==> src/ogtb_pkg.sv <==
// Package with register map, field layout and carrier types of the offset and gain trim bank.
package ogtb_pkg;

  localparam int ADDR_W = 12;
  localparam int DATA_W = 16;
  localparam int OFS_W  = 12;
  localparam int GAIN_W = 5;
  // Width of a gain register as stored; upper bits of the data word are dropped.
  localparam int GAIN_REG_W = 8;

  // Register byte addresses.
  localparam logic [ADDR_W-1:0] OFFSET_TRIM_CORE2_INPUT_A_ADDR = 12'h334;
  localparam logic [ADDR_W-1:0] OFFSET_TRIM_CORE2_INPUT_B_ADDR = 12'h336;
  localparam logic [ADDR_W-1:0] OFFSET_TRIM_CORE3_INPUT_C_ADDR = 12'h338;
  localparam logic [ADDR_W-1:0] OFFSET_TRIM_CORE3_INPUT_D_ADDR = 12'h33A;
  localparam logic [ADDR_W-1:0] OFFSET_TRIM_CORE4_ADDR         = 12'h33C;
  localparam logic [ADDR_W-1:0] OFFSET_TRIM_CORE5_ADDR         = 12'h33E;
  localparam logic [ADDR_W-1:0] GAIN_TRIM_CORE_ZERO_ADDR       = 12'h360;
  localparam logic [ADDR_W-1:0] GAIN_TRIM_CORE_ONE_ADDR        = 12'h361;
  localparam logic [ADDR_W-1:0] GAIN_TRIM_CORE_TWO_INPUT_A_ADDR = 12'h362;

  // Reset value of every register before the fuse load.
  localparam logic [DATA_W-1:0] TRIM_RESET = 16'h0000;
  localparam logic [DATA_W-1:0] READ_ZERO  = 16'h0000;

  // Number of offset and gain registers held.
  localparam int NUM_OFS  = 6;
  localparam int NUM_GAIN = 3;

  // Offset register indices.
  localparam int OFS_2A = 0;
  localparam int OFS_2B = 1;
  localparam int OFS_3C = 2;
  localparam int OFS_3D = 3;
  localparam int OFS_4  = 4;
  localparam int OFS_5  = 5;
  // Gain register indices.
  localparam int GAIN_0  = 0;
  localparam int GAIN_1  = 1;
  localparam int GAIN_2A = 2;

  typedef struct packed {
    logic [ADDR_W-1:0] addr;
    logic [DATA_W-1:0] wdata;
    logic              wr;
    logic              rd;
  } ogtb_req_s;

  typedef struct packed {
    logic [NUM_OFS*OFS_W-1:0]   ofs;
    logic [NUM_GAIN*GAIN_W-1:0] gain;
  } ogtb_fuse_s;

  typedef struct packed {
    logic [OFS_W-1:0]  core2Ofs;
    logic [OFS_W-1:0]  core3Ofs;
    logic [OFS_W-1:0]  core4Ofs;
    logic [OFS_W-1:0]  core5Ofs;
    logic [GAIN_W-1:0] core0Gain;
    logic [GAIN_W-1:0] core1Gain;
    logic [GAIN_W-1:0] core2Gain;
  } ogtb_trim_s;

endpackage : ogtb_pkg

==> src/ogtb_trim_bank.sv <==
// Offset and fine gain trim register bank with input-dependent trim selection.
//
// The implementer's own choice: the plain strobed port.
`timescale 1ns/1ps
module ogtb_trim_bank
  import ogtb_pkg::*;
(
  input  wire logic                  clk,
  input  wire logic                  nrst,
  input  wire ogtb_pkg::ogtb_req_s   busReq,
  output logic [ogtb_pkg::DATA_W-1:0] rdData,
  input  wire ogtb_pkg::ogtb_fuse_s  fuseData,
  input  wire logic                  fuseValid,
  input  wire logic                  core2InputB,
  input  wire logic                  core3InputD,
  output ogtb_pkg::ogtb_trim_s       trimOut,
  output logic                       fuseLoaded
);
  import ogtb_pkg::*;

  logic [DATA_W-1:0] ofsReg  [NUM_OFS];
  logic [DATA_W-1:0] gainReg [NUM_GAIN];
  logic              loadedReg;
  logic              fuseLoad;
  logic [NUM_OFS-1:0]  ofsHit;
  logic [NUM_GAIN-1:0] gainHit;
  logic [ADDR_W-1:0]   ofsAddr  [NUM_OFS];
  logic [ADDR_W-1:0]   gainAddr [NUM_GAIN];

  assign ofsAddr[OFS_2A]    = OFFSET_TRIM_CORE2_INPUT_A_ADDR;
  assign ofsAddr[OFS_2B]    = OFFSET_TRIM_CORE2_INPUT_B_ADDR;
  assign ofsAddr[OFS_3C]    = OFFSET_TRIM_CORE3_INPUT_C_ADDR;
  assign ofsAddr[OFS_3D]    = OFFSET_TRIM_CORE3_INPUT_D_ADDR;
  assign ofsAddr[OFS_4]     = OFFSET_TRIM_CORE4_ADDR;
  assign ofsAddr[OFS_5]     = OFFSET_TRIM_CORE5_ADDR;
  assign gainAddr[GAIN_0]   = GAIN_TRIM_CORE_ZERO_ADDR;
  assign gainAddr[GAIN_1]   = GAIN_TRIM_CORE_ONE_ADDR;
  assign gainAddr[GAIN_2A]  = GAIN_TRIM_CORE_TWO_INPUT_A_ADDR;

  // Fuse contents are taken once, on the first cycle the fuse data is valid.
  assign fuseLoad = fuseValid && !loadedReg;

  always_ff @(posedge clk or negedge nrst) begin
    if (!nrst) begin
      loadedReg <= 1'b0;
    end else if (fuseLoad) begin
      loadedReg <= 1'b1;
    end
  end

  assign fuseLoaded = loadedReg;

  genvar i;
  generate
    for (i = 0; i < NUM_OFS; i++) begin : g_ofs
      assign ofsHit[i] = (busReq.addr == ofsAddr[i]);
      always_ff @(posedge clk or negedge nrst) begin
        if (!nrst) begin
          ofsReg[i] <= TRIM_RESET;
        end else if (fuseLoad) begin
          ofsReg[i] <= {{(DATA_W-OFS_W){1'b0}}, fuseData.ofs[i*OFS_W +: OFS_W]};
        end else if (busReq.wr && ofsHit[i]) begin
          ofsReg[i] <= busReq.wdata;
        end
      end
    end
    for (i = 0; i < NUM_GAIN; i++) begin : g_gain
      assign gainHit[i] = (busReq.addr == gainAddr[i]);
      always_ff @(posedge clk or negedge nrst) begin
        if (!nrst) begin
          gainReg[i] <= TRIM_RESET;
        end else if (fuseLoad) begin
          gainReg[i] <= {{(DATA_W-GAIN_W){1'b0}}, fuseData.gain[i*GAIN_W +: GAIN_W]};
        end else if (busReq.wr && gainHit[i]) begin
          gainReg[i] <= {{(DATA_W-GAIN_REG_W){1'b0}}, busReq.wdata[GAIN_REG_W-1:0]};
        end
      end
    end
  endgenerate

  always_ff @(posedge clk or negedge nrst) begin
    if (!nrst) begin
      rdData <= READ_ZERO;
    end else if (busReq.rd) begin
      rdData <= READ_ZERO;
      for (int k = 0; k < NUM_OFS; k++) begin
        if (ofsHit[k]) begin
          rdData <= ofsReg[k];
        end
      end
      for (int k = 0; k < NUM_GAIN; k++) begin
        if (gainHit[k]) begin
          rdData <= gainReg[k];
        end
      end
    end else begin
      rdData <= READ_ZERO;
    end
  end

  always_ff @(posedge clk or negedge nrst) begin
    if (!nrst) begin
      trimOut <= '0;
    end else begin
      trimOut.core2Ofs  <= core2InputB ? ofsReg[OFS_2B][OFS_W-1:0] : ofsReg[OFS_2A][OFS_W-1:0];
      trimOut.core3Ofs  <= core3InputD ? ofsReg[OFS_3D][OFS_W-1:0] : ofsReg[OFS_3C][OFS_W-1:0];
      trimOut.core4Ofs  <= ofsReg[OFS_4][OFS_W-1:0];
      trimOut.core5Ofs  <= ofsReg[OFS_5][OFS_W-1:0];
      trimOut.core0Gain <= gainReg[GAIN_0][GAIN_W-1:0];
      trimOut.core1Gain <= gainReg[GAIN_1][GAIN_W-1:0];
      trimOut.core2Gain <= gainReg[GAIN_2A][GAIN_W-1:0];
    end
  end

endmodule : ogtb_trim_bank

==> config.mk <==
export PLATFORM = sky130hd
export DESIGN_NAME = ogtb_trim_bank
export DESIGN_NICKNAME = d
export VERILOG_FILES = /design/src/ogtb_pkg.sv /design/src/ogtb_trim_bank.sv
export SDC_FILE = /design/constraint.sdc
export NUM_CORES = 1
export LEC_CHECK = 0
export BUFFER_PORTS_ARGS = -buffer_cell sky130_fd_sc_hd__buf_4
export CELL_PAD_IN_SITES_DETAIL_PLACEMENT = 0
export CELL_PAD_IN_SITES_GLOBAL_PLACEMENT = 1
export CORE_MARGIN = 1
export CORE_UTILIZATION = 38
export CTS_CLUSTER_SIZE = 8
export DETAILED_ROUTE_END_ITERATION = 8
export HOLD_SLACK_MARGIN = 0.02
export PLACE_DENSITY = 0.79
export SLEW_MARGIN = 20
export SYNTH_ARGS = -nofsm -noshare
export SYNTH_HDL_FRONTEND = slang
export SYNTH_SLANG_ARGS = --single-unit
==> constraint.sdc <==
create_clock -name clk -period 1.7 [get_ports clk]
set_input_delay 0.255 -clock clk [delete_from_list [all_inputs] [get_ports clk]]
set_output_delay 0.255 -clock clk [all_outputs]
set_load 0.05 [all_outputs]
; Yosys cells after proc, flatten, opt, wreduce, memory -nomap -nowiden
; Cells that the tools add are included.
[totals]
register_bits = 224
in_bits = 122
out_inout_bits = 80
elab_cells = 77
[op_classes]
eq_ne = 9
n_mux = 30
n_reduce_logical = 20
[ops]
columns = operator, count
row1 = two-way mux 16 bit, 28
row2 = "== test 12 x 10 -> 1 bit, second input constant", 9
row3 = two-way mux 12 bit, 2
row4 = nonzero test 2 bit, 9
row5 = logical AND 1 bit, 10
row6 = logical NOT 1 bit, 1

; Depth between registers and ports, before layout
; Gate-level depths: netlist (run 1).
[depth]
depth_word = 11
ltp_mapped = 9
ltp_nobuf = 6

; Worst setup path before layout (run 1)
; OpenSTA, ideal clock, no wires.
[synth_timing]
path_type = flip-flop to flip-flop
from = register loadedReg, in the netlist fuseLoaded
to = register ofsReg[28] in the netlist's numbering
setup_time_ps = 132
arrival_time_ps = 1736
required_ps = 1568
path_slack_ps = -168
path_stages_with_launch = 7
n_path_buf = 4
period_less_slack_ps = 1868
path_cell_list = dfrtp_1 -> nor2b_1 -> buf_2 -> clkbuf_1 -> clkbuf_1 -> clkbuf_1 -> nor2_1
[synth_between]
elab_chain_len = 3
elab_cells_between_ends = 4
cone_classes = mux: 1 / reduce/logical: 3
[synth_lines]
columns = item, line_no
row1 = "start, declared", ogtb_trim_bank.sv:23  ; logic loadedReg;
row2 = "start signal, assigned", ogtb_trim_bank.sv:45  ; loadedReg <= 1'b0;
row3 = "start signal, assigned", ogtb_trim_bank.sv:47  ; loadedReg <= 1'b1;
row4 = logical NOT 1 bit (*), ogtb_trim_bank.sv:41  ; assign fuseLoad = fuseValid && !loadedReg;
row5 = logical AND 1 bit (*), ogtb_trim_bank.sv:41
row6 = two-way mux 16 bit or nonzero test 2 bit (tied branches), n/a
row7 = "end signal, assigned by index", ogtb_trim_bank.sv:61  ; ofsReg[i] <= {{(DATA_W-OFS_W){1'b0}}, fuseData.ofs[i*OFS_W +: OFS_W]};
row8 = "end signal, assigned by index", ogtb_trim_bank.sv:63  ; ofsReg[i] <= busReq.wdata;
row9 = "end, declared", ogtb_trim_bank.sv:21  ; logic [DATA_W-1:0] ofsReg [NUM_OFS];
; Mark *: on every way between the ends. The rest lies on a longest branch, timed or not.
; A chain may end at the register's enable or synchronous reset.

; Final worst setup path (run 1)
[layout_timing]
from = input port busReq[24] in the netlist's numbering
to = register rdData[7] in the netlist's numbering
[layout_between]
elab_chain_len = 11
elab_cells_between_ends = 19
cone_classes = eq/ne: 9 / mux: 10
[layout_lines]
columns = item, line_no
row1 = "start, declared", ogtb_trim_bank.sv:10  ; input wire ogtb_pkg::ogtb_req_s busReq,
row2 = == test 12 x 10 -> 1 bit, ogtb_trim_bank.sv:56  ; assign ofsHit[i] = (busReq.addr == ofsAddr[i]);
row3 = two-way mux 16 bit (6 in a row), ogtb_trim_bank.sv:87  ; if (ofsHit[k]) begin
row4 = two-way mux 16 bit (2 in a row), ogtb_trim_bank.sv:92  ; if (gainHit[k]) begin
row5 = two-way mux 16 bit (*), ogtb_trim_bank.sv:92
row6 = two-way mux 16 bit (*), ogtb_trim_bank.sv:84  ; end else if (busReq.rd) begin
row7 = "end signal, assigned", ogtb_trim_bank.sv:88  ; rdData <= ofsReg[k];
row8 = "end signal, assigned", ogtb_trim_bank.sv:93  ; rdData <= gainReg[k];
row9 = "end, declared", ogtb_trim_bank.sv:11  ; output logic [ogtb_pkg::DATA_W-1:0] rdData,
; Marked as above.

==> results of run 1 <==
[power by group through the flow]
stage          clock network (mW)  logic [mW]  registers [mW]
2_1_floorplan                   0       0.442            6.15
3_3_place_gp                    0        1.96            5.59
3_5_place_dp                    0        2.00            5.59
4_1_cts                      4.20        2.07            5.50
5_1_grt                      4.40        2.19            5.55
6_report                     4.13        2.05            5.51
[cell usage after synthesis, types with 3 or more instances]
cell type    n
dfrtp_1    200
nand2_1    126
mux2i_1    109
o21ai_0     96
a21oi_1     45
clkbuf_1    38
nor2_1      33
nand3_1     28
mux2_2      24
o21ai_1     16
buf_2       13
a22oi_1     10
o22ai_1     10
a221oi_1     9
and3_1       9
buf_6        6
a22o_1       5
nand2_2      5
nor3_1       5
a21o_1       4
a2bb2oi_1    4
buf_4        4
nand2_4      4
nor2_4       4
nor2b_1      4
o211a_1      4
o221a_2      4
a31oi_1      3
buf_1        3
nand2b_1     3
o221ai_1     3
[per-layer routing]
metal	vias up	part of all wire	global-route usage
li1	3605	-	-
met1	3769	0.46	0.347
met2	276	0.46	0.360
met3	37	0.059	0.0518
met4	0	0.016	0.0656
met5	-	0	0
[final timing paths]
check | start | end | cells past startpoint
worst max-delay path | busReq[24] | rdData[7] | 9
worst min-delay path | fuseData[42] | ofsReg[51] | 3
worst max register to register | ofsReg[55] | rdData[7] | 5
worst min register to register | gainReg[32] | trimOut[10] | 0
max in group asynchronous | nrst | ofsReg[4] | 3
min in group asynchronous | nrst | trimOut[25] | 2
[final cells by class]
class	instances	area, um2
Clock buffer	19	443
Clock inverter	13	154
Fill cell	2168	10900
Inverter	1	3.75
Multi-Input combinational cell	591	3840
Sequential cell	200	5010
Tap cell	319	399
Timing Repair Buffer	330	2770
[cell families (layout without fill, tap and decap cells)]
| logic type | after synthesis | after routing | share of synthesized area |
|---|---|---|---|
| and+or+nand+nor | 240 | 240 | 0.129 |
| muxes | 133 | 133 | 0.149 |
| AOI/OAI and AO/OA | 218 | 218 | 0.141 |
| buffers and inverters | 65 | 363 | 0.0350 |
| DFF | 200 | 200 | 0.547 |
[through the flow]
stage / utilization / setup TNS [ps]
global route: 0.536 / 0
finish: 0.536 / 0
CTS: 0.536 / 0
global placement: 0.494 / -11630
floorplan: - / -9.94
detailed placement: 0.494 / -15340
[state kept, by name, indices dropped and copies added (netlist names)]
name and count:
fuseLoaded 1, gainReg 24, trimOut 63, ofsReg 96, rdData 16
[critical path: stages]
cell      delay [ps]
buf_4            120
and4bb_1         350
and2_1           220
buf_12           170
a31oi_1           90
a22oi_1          200
o21ai_0          190
buf_4            180
a21oi_1          140
==> summary.txt, run 1 <==
outcome -> completed
Syn Inst Count -> 856
Power Total -> 11.7 mW
Die Y -> 157 um
crit end category -> flip-flop
cts hold-fix bufs -> 39
drt drc -> 0
Internal Power -> 8.12 mW
full die area -> 0.0247 mm2
first drt pass iteration count -> 5
Fin Clk Skew -> 13.1 ps
sequential area share after synthesis -> 0.547
Sw Ratio -> 0.305
Clock Latency Late Sink -> 440 ps
Syn Nets -> 978
vias in the first global route -> 7784
final net count -> 1263
Yosys cell types -> 48
dpl ws -> -305 ps
number of top-level pins -> 202
Reg clk slew, reported paths -> 80 ps
Primary FF master, synth -> dfrtp_1
core area -> 0.0235 mm2
Post-Place Cells -> 1402
grt total ovfl -> 0
die width -> 157 um
Sink Count -> 200
worst endpoint required time -> 2050 ps
Setup-failing EPs final -> 0
worst vdd ir -> 0.509 mV
Clk pwr share -> 0.353
most frequent cells in the layout -> buf_4, dfrtp_1, nand2_1
mean post-synth cell area -> 10.7 um2
final hold vios -> 0
port bufs -> 201
Yosys warnings -> 0
worst hold path class -> in2reg
Slew @ Worst Pin -> 496 ps
Pleak -> 6.02 nW
async set-or-reset flop fraction in the synthesized netlist -> 1.00
maximum buffer depth of the clock tree -> 2
post-cts resize count -> 0
CP arrival -> 1940 ps
Final Non-Filler Cells -> 1473
Worst setup SP type -> input port
setup ws final -> 111 ps
largest net degree at the start of global routing -> 56
Num CTS Buffers -> 17
share of layout cells above drive strength 1 -> 0.326
Final Cell Area -> 0.0126 mm2
crit path max fanout -> 21
most common cell after layout, fill and taps aside -> buf_4
Final min period -> 1590 ps
initial antenna violation count -> 0
# Max-Cap Violations -> 0
worst rel slew slack -> 0.669
NetSw -> 3.56 mW
GPL Wtd Cong -> 0.848
WL/cell -> 19.4 um
Post-DP Area -> 0.0116 mm2
flop-to-flop setup slack -> 280 ps
RSZ-0062 raised after global routing -> no
final wirelength -> 28600 um
ANT nets after route -> 0
total track usage -> 0.240
post-CTS setup buffers -> 0
DP Wirelength -> 21100 um
largest cells by area after synthesis -> dfrtp_1, mux2i_1, o21ai_0, nand2_1, mux2_2
top cell type by total area after synthesis -> dfrtp_1
first-pass GRT wire length -> 44300 um
Min Hold Slack -> 29.9 ps
row count -> 56
Antenna Cells -> 0
#FFs+latches synth -> 200
via count -> 7687
CTS Root Cell -> clkbuf_16
Tcrit/Tclk final -> 0.935
f_max -> 629 MHz
total power density per cell area -> 927 mW/mm2
vias per inst -> 5.22
Reg power frac -> 0.471
Area Overhead vs Synth -> 37.8%
Comb power frac -> 0.175
initial core utilization -> 0.389
Final Slew Violations -> 0
CTS tree -> done
H-tree levels -> 4
WS Path Type -> in2reg
DRT iter0 DRCs -> 636
Yosys top cell area share -> 0.547
Post-synth EDFFs -> 0
cell area after synthesis -> 0.00915 mm2
Note: power is estimated with default switching activity, not from simulation.
==> run 2, diff against run 1 <==
RECOVER_POWER = 25   (was not set)
==> run 2 against run 1 <==
  * Clock power barely moved
  * Sequential share of layout area rose by 0.055 points
  * Sequential power barely moved
  * Non-clock buffer count did not move
  * Worst setup slack got worse by 13 ps
  * Via count fell by 0.40%
  * Sequential cell count did not move
  * Critical path depth did not move
  * Count of clock-buffer cells in the layout did not move
  * Design area fell by 0.14%
  * Maximum frequency fell by 0.80%
  * Hold slack improved by 1.2 ps
==> summary.txt, run 2 (synthesis gave the netlist of run 1 again) <==
outcome -> completed
DP Wirelength -> 21100 um
number of top-level pins -> 202
row count -> 56
Top Family by Delay on Critical Path -> compound AO/OA/AOI/OAI gates
core area -> 0.0235 mm2
first-pass GRT wire length -> 44300 um
vias in the first global route -> 7784
Clk pwr share -> 0.353
Sw Ratio -> 0.305
post-cts resize count -> 0
NetSw -> 3.56 mW
setup ws final -> 97.9 ps
Internal Power -> 8.12 mW
full die area -> 0.0247 mm2
GPL Wtd Cong -> 0.848
final wirelength -> 28500 um
dpl ws -> -305 ps
Area Overhead vs Synth -> 37.6%
port bufs -> 201
# Max-Cap Violations -> 0
crit end category -> flip-flop
total track usage -> 0.240
first drt pass iteration count -> 5
post-CTS setup buffers -> 0
most frequent cells in the layout -> buf_4, dfrtp_1, nand2_1
slowest CP cell -> and4bb_1
ANT nets after route -> 0
top flop regs -> ofsReg: 96 flops, trimOut: 63 flops, gainReg: 24 flops
worst endpoint required time -> 2050 ps
CP arrival -> 1950 ps
final core occ -> 0.535
Slew @ Worst Pin -> 842 ps
most common cell after layout, fill and taps aside -> buf_4
largest net degree at the start of global routing -> 56
drt drc -> 0
worst hold path class -> in2reg
CTS Root Cell -> clkbuf_16
grt total ovfl -> 0
Reg power frac -> 0.472
Most flops, register -> ofsReg
Antenna Cells -> 0
WS Path Type -> in2reg
crit-path cells -> buf_4 > and4bb_1 > and2_1 > buf_12 > a31oi_1 > a22oi_1 > o21ai_0 > buf_4 > a21oi_1
f_max -> 624 MHz
Final min period -> 1600 ps
Clock Latency Late Sink -> 440 ps
Buf+Inv Stages, Crit Path -> 3
initial core utilization -> 0.389
Sink Count -> 200
die width -> 157 um
vias per inst -> 5.20
maximum buffer depth of the clock tree -> 2
Num CTS Buffers -> 17
Final Slew Violations -> 0
Reg clk slew, reported paths -> 70 ps
RSZ-0062 raised after global routing -> no
Die Y -> 157 um
final hold vios -> 0
Critical Path Most Common Cell -> buf_4
WL/cell -> 19.4 um
final net count -> 1263
Pleak -> 6.01 nW
Setup-failing EPs final -> 0
Comb power frac -> 0.175
DRT iter0 DRCs -> 626
share of layout cells above drive strength 1 -> 0.320
worst vdd ir -> 0.507 mV
CTS tree -> done
Worst setup SP type -> input port
Tcrit/Tclk final -> 0.942
H-tree levels -> 4
Power Total -> 11.7 mW
total power density per cell area -> 927 mW/mm2
crit-path max cell delay -> 350 ps
crit path max fanout -> 21
initial antenna violation count -> 0
max FFs per register -> 96
cts hold-fix bufs -> 39
via count -> 7656
Fin Clk Skew -> 13.6 ps
worst rel slew slack -> 0.439
## run 2: metal layers
layer	wire, um	up-vias	track usage
li1	-	3606	-
met1	13300	3753	0.347
met2	13100	263	0.360
met3	1640	34	0.0518
met4	446	0	0.0656
met5	0	-	0
## run 2: through the flow
stage          area [um2]  hold slack, ps  setup TNS [ps]  instances
6_report            12600            31.1               0       1473
2_1_floorplan        9170           -40.6           -9.94        856
5_1_grt             12600            27.0               0       1473
3_5_place_dp        11600             265          -15340       1402
3_3_place_gp        11600             259          -11630       1402
4_1_cts             12600            20.9               0       1473
## run 2: power groups by stage
| stage | sequential [mW] | clock, mW | combinational [mW] |
|---|---|---|---|
| finish | 5.51 | 4.13 | 2.04 |
| global route | 5.55 | 4.40 | 2.18 |
| CTS | 5.50 | 4.20 | 2.07 |
| detailed placement | 5.59 | 0 | 2.00 |
| global placement | 5.59 | 0 | 1.96 |
| floorplan | 6.15 | 0 | 0.442 |
## run 2: final cells by class
class,count,area [um2]
flip-flops and latches,200,5010
inverters,1,3.75
fillers,2174,10900
clock buffers,19,443
multi-input cells,591,3840
repair buffers,330,2750
well taps,319,399
clock inverters,13,154
## run 2: worst register-to-register path: stages (launching register included)
cell and delay (ps):
dfrtp_1 430, a31oi_1 160, a22oi_1 110, o21ai_0 350, buf_4 190, a21oi_1 60
## run 2: worst paths after layout
check | slack (ps) | start | depth (start not counted) | endpoint
max | 100 | busReq[24] | 9 | rdData[7]
min | 30 | fuseData[83] | 3 | ofsReg[8]
max reg2reg | 270 | ofsReg[71] | 5 | rdData[7]
min reg2reg | 400 | gainReg[32] | 0 | trimOut[10]
max in group asynchronous | 370 | nrst | 3 | ofsReg[15]
min in group asynchronous | 480 | nrst | 2 | trimOut[25]
